==> config.mk <==
export PLATFORM = sky130hd
export DESIGN_NAME = branch_debug_control
export DESIGN_NICKNAME = d
export VERILOG_FILES = /design/src/rtl/branch_debug_pkg.sv /design/src/rtl/branch_debug_control.sv /design/src/rtl/save_reg.sv /design/src/rtl/trace_filter.sv
export SDC_FILE = /design/constraint.sdc
export NUM_CORES = 1
export LEC_CHECK = 0
export ABC_AREA = 1
export BUFFER_PORTS_ARGS = -buffer_cell sky130_fd_sc_hd__buf_2
export CORE_ASPECT_RATIO = 1.75
export CORE_MARGIN = 4
export CORE_UTILIZATION = 25
export DETAILED_ROUTE_END_ITERATION = 6
export PLACE_DENSITY_LB_ADDON = 0.12
export SETUP_SLACK_MARGIN = 0.1
export SLEW_MARGIN = 40
export SYNTH_ARGS = -nofsm -noshare
export SYNTH_HDL_FRONTEND = slang
export SYNTH_SLANG_ARGS = --single-unit
==> constraint.sdc <==
create_clock -name ref_clk -period 1.5 [get_ports ref_clk]
set_input_delay 0.075 -clock ref_clk [delete_from_list [all_inputs] [get_ports ref_clk]]
set_output_delay 0.075 -clock ref_clk [all_outputs]
set_load 0.03 [all_outputs]
==> src/rtl/branch_debug_pkg.sv <==
// What this block does
// RULE1: debug or breakpoint inside transaction aborts, sets abort status bit 4, no exception.
// RULE2: abort discards region updates, restores state, resumes at fallback address.
// RULE3: both transaction debug enables set: resume at begin insn, deliver debug exception.
// RULE4: advanced mode delivers debug exception even when a breakpoint caused abort.
// RULE5: transactional debug exception clears status bit 16; all others set it.
// RULE6: control register sits at address 01D9H.
// RULE7: bit 0 records branches, interrupts, exceptions except debug exceptions.
// RULE8: bit 1 makes step flag step on taken branches.
// RULE9: bit 2 enables lock detection only above privilege level 0.
// RULE10: bit 6 sends a branch message per branch, interrupt or exception.
// RULE11: bit 7 logs branch messages into the memory store.
// RULE12: bit 8 raises interrupt on full store; clear means circular logging.
// RULE13: bit 9 skips store and messages at privilege level 0.
// RULE14: bit 10 skips store and messages above privilege level 0.
// RULE15: bit 11 freezes record stack on counter interrupt.
// RULE16: bit 12 freezes all performance counters on counter interrupt.
// RULE17: bit 14 on management irq clears counter enables, saves, disables trace fields.
// RULE18: management resume sets counter enables and restores saved register copy.
// RULE19: enabled scheduling feedback history resets on management entry and resume.
// RULE20: debug exception clears record enable, keeps stored entries.
// RULE21: debug exception leaves message enable unchanged.
// RULE22: software checks capability bit 12 before using management freeze.
// RULE23: lock detection debug exception clears lock indication; trap after locking insn.
// RULE24: undefined bits read zero and ignore writes.
package branch_debug_pkg;
  localparam logic [11:0] CTL_ADDR      = 12'h1D9; // RULE6
  localparam int          REG_W         = 64;
  localparam logic [63:0] CTL_RESET     = 64'h0000000000000000;
  localparam logic [63:0] CTL_MASK      = 64'h000000000000DFC7; // RULE24
  localparam int          B_RECORD      = 0;
  localparam int          B_STEP        = 1;
  localparam int          B_LOCK        = 2;
  localparam int          B_MSG         = 6;
  localparam int          B_STORE       = 7;
  localparam int          B_FULLIRQ     = 8;
  localparam int          B_SKIPK       = 9;
  localparam int          B_SKIPU       = 10;
  localparam int          B_RECFRZ      = 11;
  localparam int          B_CNTFRZ      = 12;
  localparam int          B_MGMTFRZ     = 14;
  localparam int          B_TXDBG       = 15;
  localparam int          DCTL_TXDBG    = 11;
  localparam int          DSTAT_TX      = 16;
  localparam int          ABORT_DBG     = 4;
  localparam logic [63:0] MGMT_CLR_MASK = 64'h00000000000000C3; // record, step, msg, store
endpackage : branch_debug_pkg

==> src/rtl/branch_debug_control.sv <==
`timescale 1ns/1ns
`default_nettype none
module branch_debug_control (
  // clock and reset
  input  wire logic        ref_clk,
  input  wire logic        rst_b,
  // register access port
  input  wire logic [11:0] regAddr,
  input  wire logic        regWrite,
  input  wire logic        regRead,
  input  wire logic [63:0] regWdata,
  output logic      [63:0] regRdata,
  output logic             regHit,
  // core state
  input  wire logic [1:0]  privilegeLevel,
  input  wire logic        stepFlag,
  input  wire logic        debugCtlTxDbg,
  input  wire logic        inTransaction,
  input  wire logic        threadFeedbackEn,
  // core events
  input  wire logic        branchTaken,
  input  wire logic        intOrExc,
  input  wire logic        debugExcRaise,
  input  wire logic        breakpointRaise,
  input  wire logic        insnRetire,
  input  wire logic        busLockSeen,
  input  wire logic        storeFull,
  input  wire logic        perfMonitorIrq,
  input  wire logic        managementIrq,
  input  wire logic        managementResume,
  // actions
  output logic             recordPush,
  output logic             recordFrozen,
  output logic             counterFreeze,
  output logic             counterEnableClear,
  output logic             counterEnableSet,
  output logic             stepTrap,
  output logic             lockTrap,
  output logic             lockStatusClear,
  output logic             msgSend,
  output logic             storeLog,
  output logic             storeCircular,
  output logic             storeFullIrq,
  output logic             txAbort,
  output logic             abortStatusDbg,
  output logic             resumeAtBegin,
  output logic             resumeAtFallback,
  output logic             debugExcDeliver,
  output logic             breakpointDeliver,
  output logic             debugStatusTxSet,
  output logic             debugStatusTxClr,
  output logic             historyReset
);
  logic [63:0] ctl;
  logic [63:0] saved;
  logic        kernelMode;
  logic        traceEvent;
  logic        advDebug;
  logic        excEvent;
  logic        txExc;
  logic        plainDbg;
  logic        writeHit;
  logic        mgmtEntry;
  logic        frozen;
  logic        stepHit;
  logic        lockHit;

  // ------------------------------------------------------------
  // decode
  // ------------------------------------------------------------
  assign kernelMode = (privilegeLevel == 2'h0);
  assign writeHit   = regWrite && (regAddr == branch_debug_pkg::CTL_ADDR); // RULE6
  assign regHit     = (regWrite || regRead) && (regAddr == branch_debug_pkg::CTL_ADDR);
  assign mgmtEntry  = managementIrq && ctl[branch_debug_pkg::B_MGMTFRZ];
  assign excEvent   = debugExcRaise || breakpointRaise || stepHit || lockHit; // RULE1
  assign txExc      = excEvent && inTransaction;
  assign advDebug   = debugCtlTxDbg && ctl[branch_debug_pkg::B_TXDBG]; // RULE3

  // ------------------------------------------------------------
  // control register
  // ------------------------------------------------------------
  // hardware side effects take priority over software writes
  always_ff @(posedge ref_clk or negedge rst_b) begin
    if (!rst_b) begin
      ctl <= branch_debug_pkg::CTL_RESET;
    end else if (managementResume) begin
      ctl <= saved; // RULE18
    end else if (mgmtEntry) begin
      ctl <= ctl & ~branch_debug_pkg::MGMT_CLR_MASK; // RULE17
    end else if (debugExcDeliver) begin
      ctl[branch_debug_pkg::B_RECORD] <= 1'b0; // RULE20 RULE21
      ctl[branch_debug_pkg::B_STEP]   <= 1'b0;
    end else if (writeHit) begin
      ctl <= regWdata & branch_debug_pkg::CTL_MASK; // RULE24
    end
  end

  // saved copy for management mode
  save_reg #(
    .W (branch_debug_pkg::REG_W)
  ) u_save (
    .ref_clk (ref_clk),
    .rst_b   (rst_b),
    .load    (mgmtEntry), // RULE17
    .din     (ctl),
    .dout    (saved)
  );

  // read data from flop
  always_ff @(posedge ref_clk or negedge rst_b) begin
    if (!rst_b) begin
      regRdata <= 64'h0000000000000000;
    end else if (regRead) begin
      regRdata <= (regAddr == branch_debug_pkg::CTL_ADDR) ? ctl : 64'h0000000000000000;
    end
  end

  // ------------------------------------------------------------
  // record stack and counters
  // ------------------------------------------------------------
  // freeze held until software rewrites the register
  always_ff @(posedge ref_clk or negedge rst_b) begin
    if (!rst_b) begin
      frozen <= 1'b0;
    end else if (perfMonitorIrq && ctl[branch_debug_pkg::B_RECFRZ]) begin
      frozen <= 1'b1; // RULE15
    end else if (writeHit) begin
      frozen <= 1'b0;
    end
  end
  assign recordFrozen = frozen;
  assign traceEvent   = branchTaken || intOrExc;
  // record stack keeps updating while messages enabled
  assign recordPush   = traceEvent && !debugExcRaise && !frozen
                        && (ctl[branch_debug_pkg::B_RECORD] || ctl[branch_debug_pkg::B_MSG]); // RULE7 RULE21
  assign counterFreeze      = perfMonitorIrq && ctl[branch_debug_pkg::B_CNTFRZ]; // RULE16
  assign counterEnableClear = mgmtEntry; // RULE17
  assign counterEnableSet   = managementResume; // RULE18
  assign historyReset       = threadFeedbackEn && (mgmtEntry || managementResume); // RULE19

  // ------------------------------------------------------------
  // stepping and lock detection
  // ------------------------------------------------------------
  // raw trap conditions; inside a transaction they abort instead of trapping
  assign stepHit  = stepFlag
                    && (ctl[branch_debug_pkg::B_STEP] ? branchTaken : insnRetire); // RULE8
  assign lockHit  = busLockSeen && ctl[branch_debug_pkg::B_LOCK] && !kernelMode; // RULE9
  assign stepTrap = stepHit && !inTransaction; // RULE1
  assign lockTrap = lockHit && !inTransaction; // RULE1 RULE23
  assign lockStatusClear = lockTrap; // RULE23

  // ------------------------------------------------------------
  // trace messages and store
  // ------------------------------------------------------------
  trace_filter u_filter (
    .msgEn      (ctl[branch_debug_pkg::B_MSG]),
    .storeEn    (ctl[branch_debug_pkg::B_STORE]),
    .skipKernel (ctl[branch_debug_pkg::B_SKIPK]),
    .skipUser   (ctl[branch_debug_pkg::B_SKIPU]),
    .kernelMode (kernelMode),
    .traceEvent (traceEvent),
    .msgSend    (msgSend),
    .storeLog   (storeLog)
  );
  assign storeCircular = ctl[branch_debug_pkg::B_STORE] && !ctl[branch_debug_pkg::B_FULLIRQ]; // RULE12
  assign storeFullIrq  = storeFull && ctl[branch_debug_pkg::B_STORE]
                         && ctl[branch_debug_pkg::B_FULLIRQ]; // RULE12

  // ------------------------------------------------------------
  // transactional exceptions
  // ------------------------------------------------------------
  assign txAbort          = txExc; // RULE1 RULE2
  assign abortStatusDbg   = txExc; // RULE1
  assign resumeAtBegin    = txExc && advDebug; // RULE3
  assign resumeAtFallback = txExc && !advDebug; // RULE2
  assign plainDbg         = debugExcRaise && !inTransaction;
  assign debugExcDeliver  = plainDbg || lockTrap || stepTrap || (txExc && advDebug); // RULE4
  assign breakpointDeliver = breakpointRaise && !inTransaction; // RULE1
  assign debugStatusTxClr = txExc && advDebug; // RULE5
  assign debugStatusTxSet = debugExcDeliver && !(txExc && advDebug); // RULE5
endmodule : branch_debug_control
`default_nettype wire

==> src/rtl/save_reg.sv <==
`timescale 1ns/1ns
`default_nettype none
module save_reg #(
  parameter int W = 64
) (
  // clock and reset
  input  wire logic         ref_clk,
  input  wire logic         rst_b,
  // load
  input  wire logic         load,
  input  wire logic [W-1:0] din,
  // held copy
  output logic      [W-1:0] dout
);
  // holding register
  always_ff @(posedge ref_clk or negedge rst_b) begin
    if (!rst_b) begin
      dout <= '0;
    end else if (load) begin
      dout <= din;
    end
  end
endmodule : save_reg
`default_nettype wire

==> src/rtl/trace_filter.sv <==
`timescale 1ns/1ns
`default_nettype none
module trace_filter (
  // controls
  input  wire logic msgEn,
  input  wire logic storeEn,
  input  wire logic skipKernel,
  input  wire logic skipUser,
  input  wire logic kernelMode,
  // event
  input  wire logic traceEvent,
  // qualified outputs
  output logic      msgSend,
  output logic      storeLog
);
  logic allowed;
  // privilege qualification
  assign allowed  = !(skipKernel && kernelMode) && !(skipUser && !kernelMode); // RULE13 RULE14
  assign msgSend  = traceEvent && msgEn && allowed;   // RULE10
  assign storeLog = traceEvent && storeEn && allowed; // RULE11
endmodule : trace_filter
`default_nettype wire

==> impl_metrics.env <==
export IMPL_outcome="finished, violations left"
export IMPL_violations="setup timing"
export IMPL_finalSetupTns_ns=-12.99
export IMPL_grt_pass1_vias=6460
export IMPL_yosys_area_top_type_share_pct=60.4
export IMPL_yosysWarnings=0
export IMPL_fin_ws_ns=-0.244
export IMPL_syn_nets=955
export IMPL_yosys_top_cells_area="dfrtp_1 60%, nand2_1 10%, inv_1 7.0%"
export IMPL_relSlewSlack_pct=67.5
export IMPL_initial_utilization_pct=25.4
export IMPL_routed_wl_um=23000
export IMPL_core_mm2=0.0315
export IMPL_ys_ff_latch=193
export IMPL_via_per_inst=4.32
export IMPL_num_rows=86
export IMPL_wl_per_cell_um=16.0
export IMPL_finish_instance_area_mm2=0.0108
export IMPL_synthFlopType="dfrtp_1"
export IMPL_crit_arrival_ns=1.67
export IMPL_ant_nets=0
export IMPL_grt_setup_unrepaired="yes"
export IMPL_endpoint="debugExcDeliver"
export IMPL_r2r_end="ctl[33]$_DFFE_PN0P_"
export IMPL_holdWs_ns=0.0648
export IMPL_clk_pin_slew_ns=0.07
export IMPL_vias=6198
export IMPL_drt_iter0_drc=354
export IMPL_yosysTopAreaCell="dfrtp_1"
export IMPL_hold_viol=0
export IMPL_htree_levels=4
export IMPL_synth_edf_count=0
export IMPL_p_leak_uw=0.00521
export IMPL_clk_path_buf_depth=2
export IMPL_yosysSeqAreaShare_pct=60.4
export IMPL_yosysUniqueCellTypes=24
export IMPL_fillCellCount=3250
export IMPL_io_buffers=129
export IMPL_grt_max_degree=128
export IMPL_die_h_um=245
export IMPL_tritoncts_num_buffers=17
export IMPL_grt_pass1_wl_um=36400
export IMPL_nNetsFinal=1123
export IMPL_final_util_pct=34.2
export IMPL_hold_class="in2reg"
export IMPL_cts_tree="built"
export IMPL_clock_sinks=193
export IMPL_clock_latency_ns=0.45
export IMPL_hpwl_um=14000
export IMPL_root_buffer="clkbuf_16"
export IMPL_worst_path_max_fanout=3
export IMPL_n_antenna_cell=0
export IMPL_die_area_mm2=0.0350
export IMPL_cp_end_kind="output pin"
export IMPL_netlist_instances=859
export IMPL_gp_congestion=0.722
export IMPL_antenna_found_initial=0
export IMPL_placedInstanceArea_mm2=0.00932
export IMPL_drc=0
export IMPL_power_density_mw_per_mm2=1060
export IMPL_cp_required_ns=1.42
export IMPL_async_flop_share_pct=100
export IMPL_postSynthAreaPerCell_um2=9.31
export IMPL_die_x_um=143
export IMPL_fin_crit_sh_pct=116
export IMPL_synthTopCellsByCount="221 x nand2_1, 193 x dfrtp_1, 149 x inv_1, 66 x o21ai_0, 64 x o22ai_1"
export IMPL_r2r_start="ctl[1]$_DFFE_PN0P_"
export IMPL_drt_pass1_iterations=4
export IMPL_vdd_drop_max_uv=852
export IMPL_final_setup_skew_ns=0.00867
export IMPL_crit_type="reg2out"
export IMPL_tightest_slew_ns=0.486
export IMPL_synth_most_common_cell="nand2_1"
export IMPL_fin_crit_ns=1.74
export IMPL_final_max_slew_viol_count=0
export IMPL_drive_gt1_share_pct=30.9
export IMPL_setup_viol=72
export IMPL_critPathLaunchType="flop"
export IMPL_critPathLaunch="ctl[1]$_DFFE_PN0P_"
export IMPL_syn_cell_area_mm2=0.00800
export IMPL_r2r_cells=10
export IMPL_track_usage_pct=13.5
export IMPL_max_freq_mhz=573
export IMPL_syn_to_final_growth_pct=34.9
export IMPL_io_pins=182
export IMPL_r2r_slack_ns=-0.22
export IMPL_cap_violations=0
export IMPL_grt_overflow=0
cell families (layout without fill, tap and decap cells):
logic type / count (synthesis) / after routing / share of synthesized area, %
DFF: 193 / 193 / 60.4
AOI/OAI and AO/OA: 141 / 141 / 10.3
buffers and inverters: 203 / 384 / 10.5
and+or+nand+nor: 322 / 322 / 18.7
worst max-delay path, cell delays in order, from the launching register on:
cell and delay [ns]:
dfrtp_1 0.40, or2_1 0.23, nand3_2 0.11, nand3_2 0.10, nand2_4 0.09, buf_6 0.12, nand2_4 0.05, buf_6 0.13
layout make-up:
type | instances | area (µm²) | area share, %
clock buffer | 18 | 439 | 4.07
clock inverter | 14 | 180 | 1.67
inverter | 151 | 573 | 5.31
multi-input combinational | 463 | 2630 | 24.4
sequential | 193 | 4830 | 44.8
tap | 396 | 495 | 4.60
timing repair buffer | 201 | 1630 | 15.1
worst min-delay path by stage:
stage	start	endpoint	slack [ns]	cells past startpoint
after detailed placement	rst_b	regRdata[38]$_DFFE_PN0P_	0.01	1
final	regWdata[1]	ctl[1]$_DFFE_PN0P_	0.06	6
after global routing	regWdata[1]	ctl[1]$_DFFE_PN0P_	0.06	6
after CTS	regWdata[1]	ctl[1]$_DFFE_PN0P_	0.03	6
after floorplan	rst_b	ctl[0]$_DFFE_PN0P_	-0.22	0
after global placement	rst_b	regRdata[34]$_DFFE_PN0P_	0.02	1
flip-flops by register name, summed over array words and instances, names as in the netlist:
register / count
ctl: 64
recordFrozen: 1
regRdata: 64
u_save.dout: 64
what timing repair did:
action	CTS	global route
setup buffers	21	8
hold endpoints to repair	204	0
pin swaps	13	16
resized for setup	48	57
endpoints found under the setup margin	78	131
cloned	3	3
hold buffers	12	0
layer usage:
| metal | vias up | wire [µm] | global-route usage (%) | share of wire [%] |
|---|---|---|---|---|
| li1 | 3050 | - | - | - |
| met1 | 3043 | 9310 | 15.3 | 40 |
| met2 | 87 | 12800 | 25.0 | 56 |
| met3 | 18 | 553 | 2.39 | 2.4 |
| met4 | 0 | 380 | 4.70 | 1.6 |
| met5 | - | 0 | 0 | 0 |
power breakdown:
part / switching [µW] / internal [µW] / total (µW) / leakage [µW]
registers: 82.5 / 5310 / 5390 / 0.00266
logic: 708 / 456 / 1160 / 0.00226
clock network: 2150 / 2700 / 4840 / 0.000291
total: 2940 / 8460 / 11400 / 0.00521
cells in the final DEF, fill, tap and decap left out, types with 2 or more instances in the layout:
cell | synthesis | layout
nand3_1 | 38 | 8
bufinv_16 | 0 | 3
nor2_4 | 0 | 4
nand2_4 | 0 | 3
nor2_1 | 20 | 15
dfrtp_1 | 193 | 191
nand2_1 | 221 | 207
inv_6 | 0 | 3
clkinvlp_4 | 0 | 4
buf_4 | 6 | 29
buf_2 | 11 | 114
o21ai_0 | 66 | 65
nand3_2 | 32 | 60
clkinv_2 | 0 | 2
nand3b_1 | 2 | 2
buf_16 | 0 | 3
clkbuf_16 | 0 | 20
nor2_2 | 1 | 2
buf_6 | 6 | 24
nand2_2 | 2 | 12
inv_2 | 2 | 6
inv_1 | 149 | 142
clkinv_4 | 0 | 2
clkbuf_8 | 0 | 2
inv_4 | 0 | 2
o22ai_1 | 64 | 64
nand3_4 | 1 | 3
a22o_1 | 10 | 10
buf_12 | 0 | 13
dfrtp_2 | 0 | 2
dlygate4sd3_1 | 0 | 12
through the flow:
step           cells  power, µW  setup slack, ns
6_report        1436      11400           -0.244
5_1_grt         1436      11900           -0.331
4_1_cts         1428      11500           -0.290
3_5_place_dp    1360       6430          -0.0577
3_3_place_gp    1360       6430          -0.0230
2_1_floorplan    859       5960           0.0825
Power figures use the tool's default switching activity.
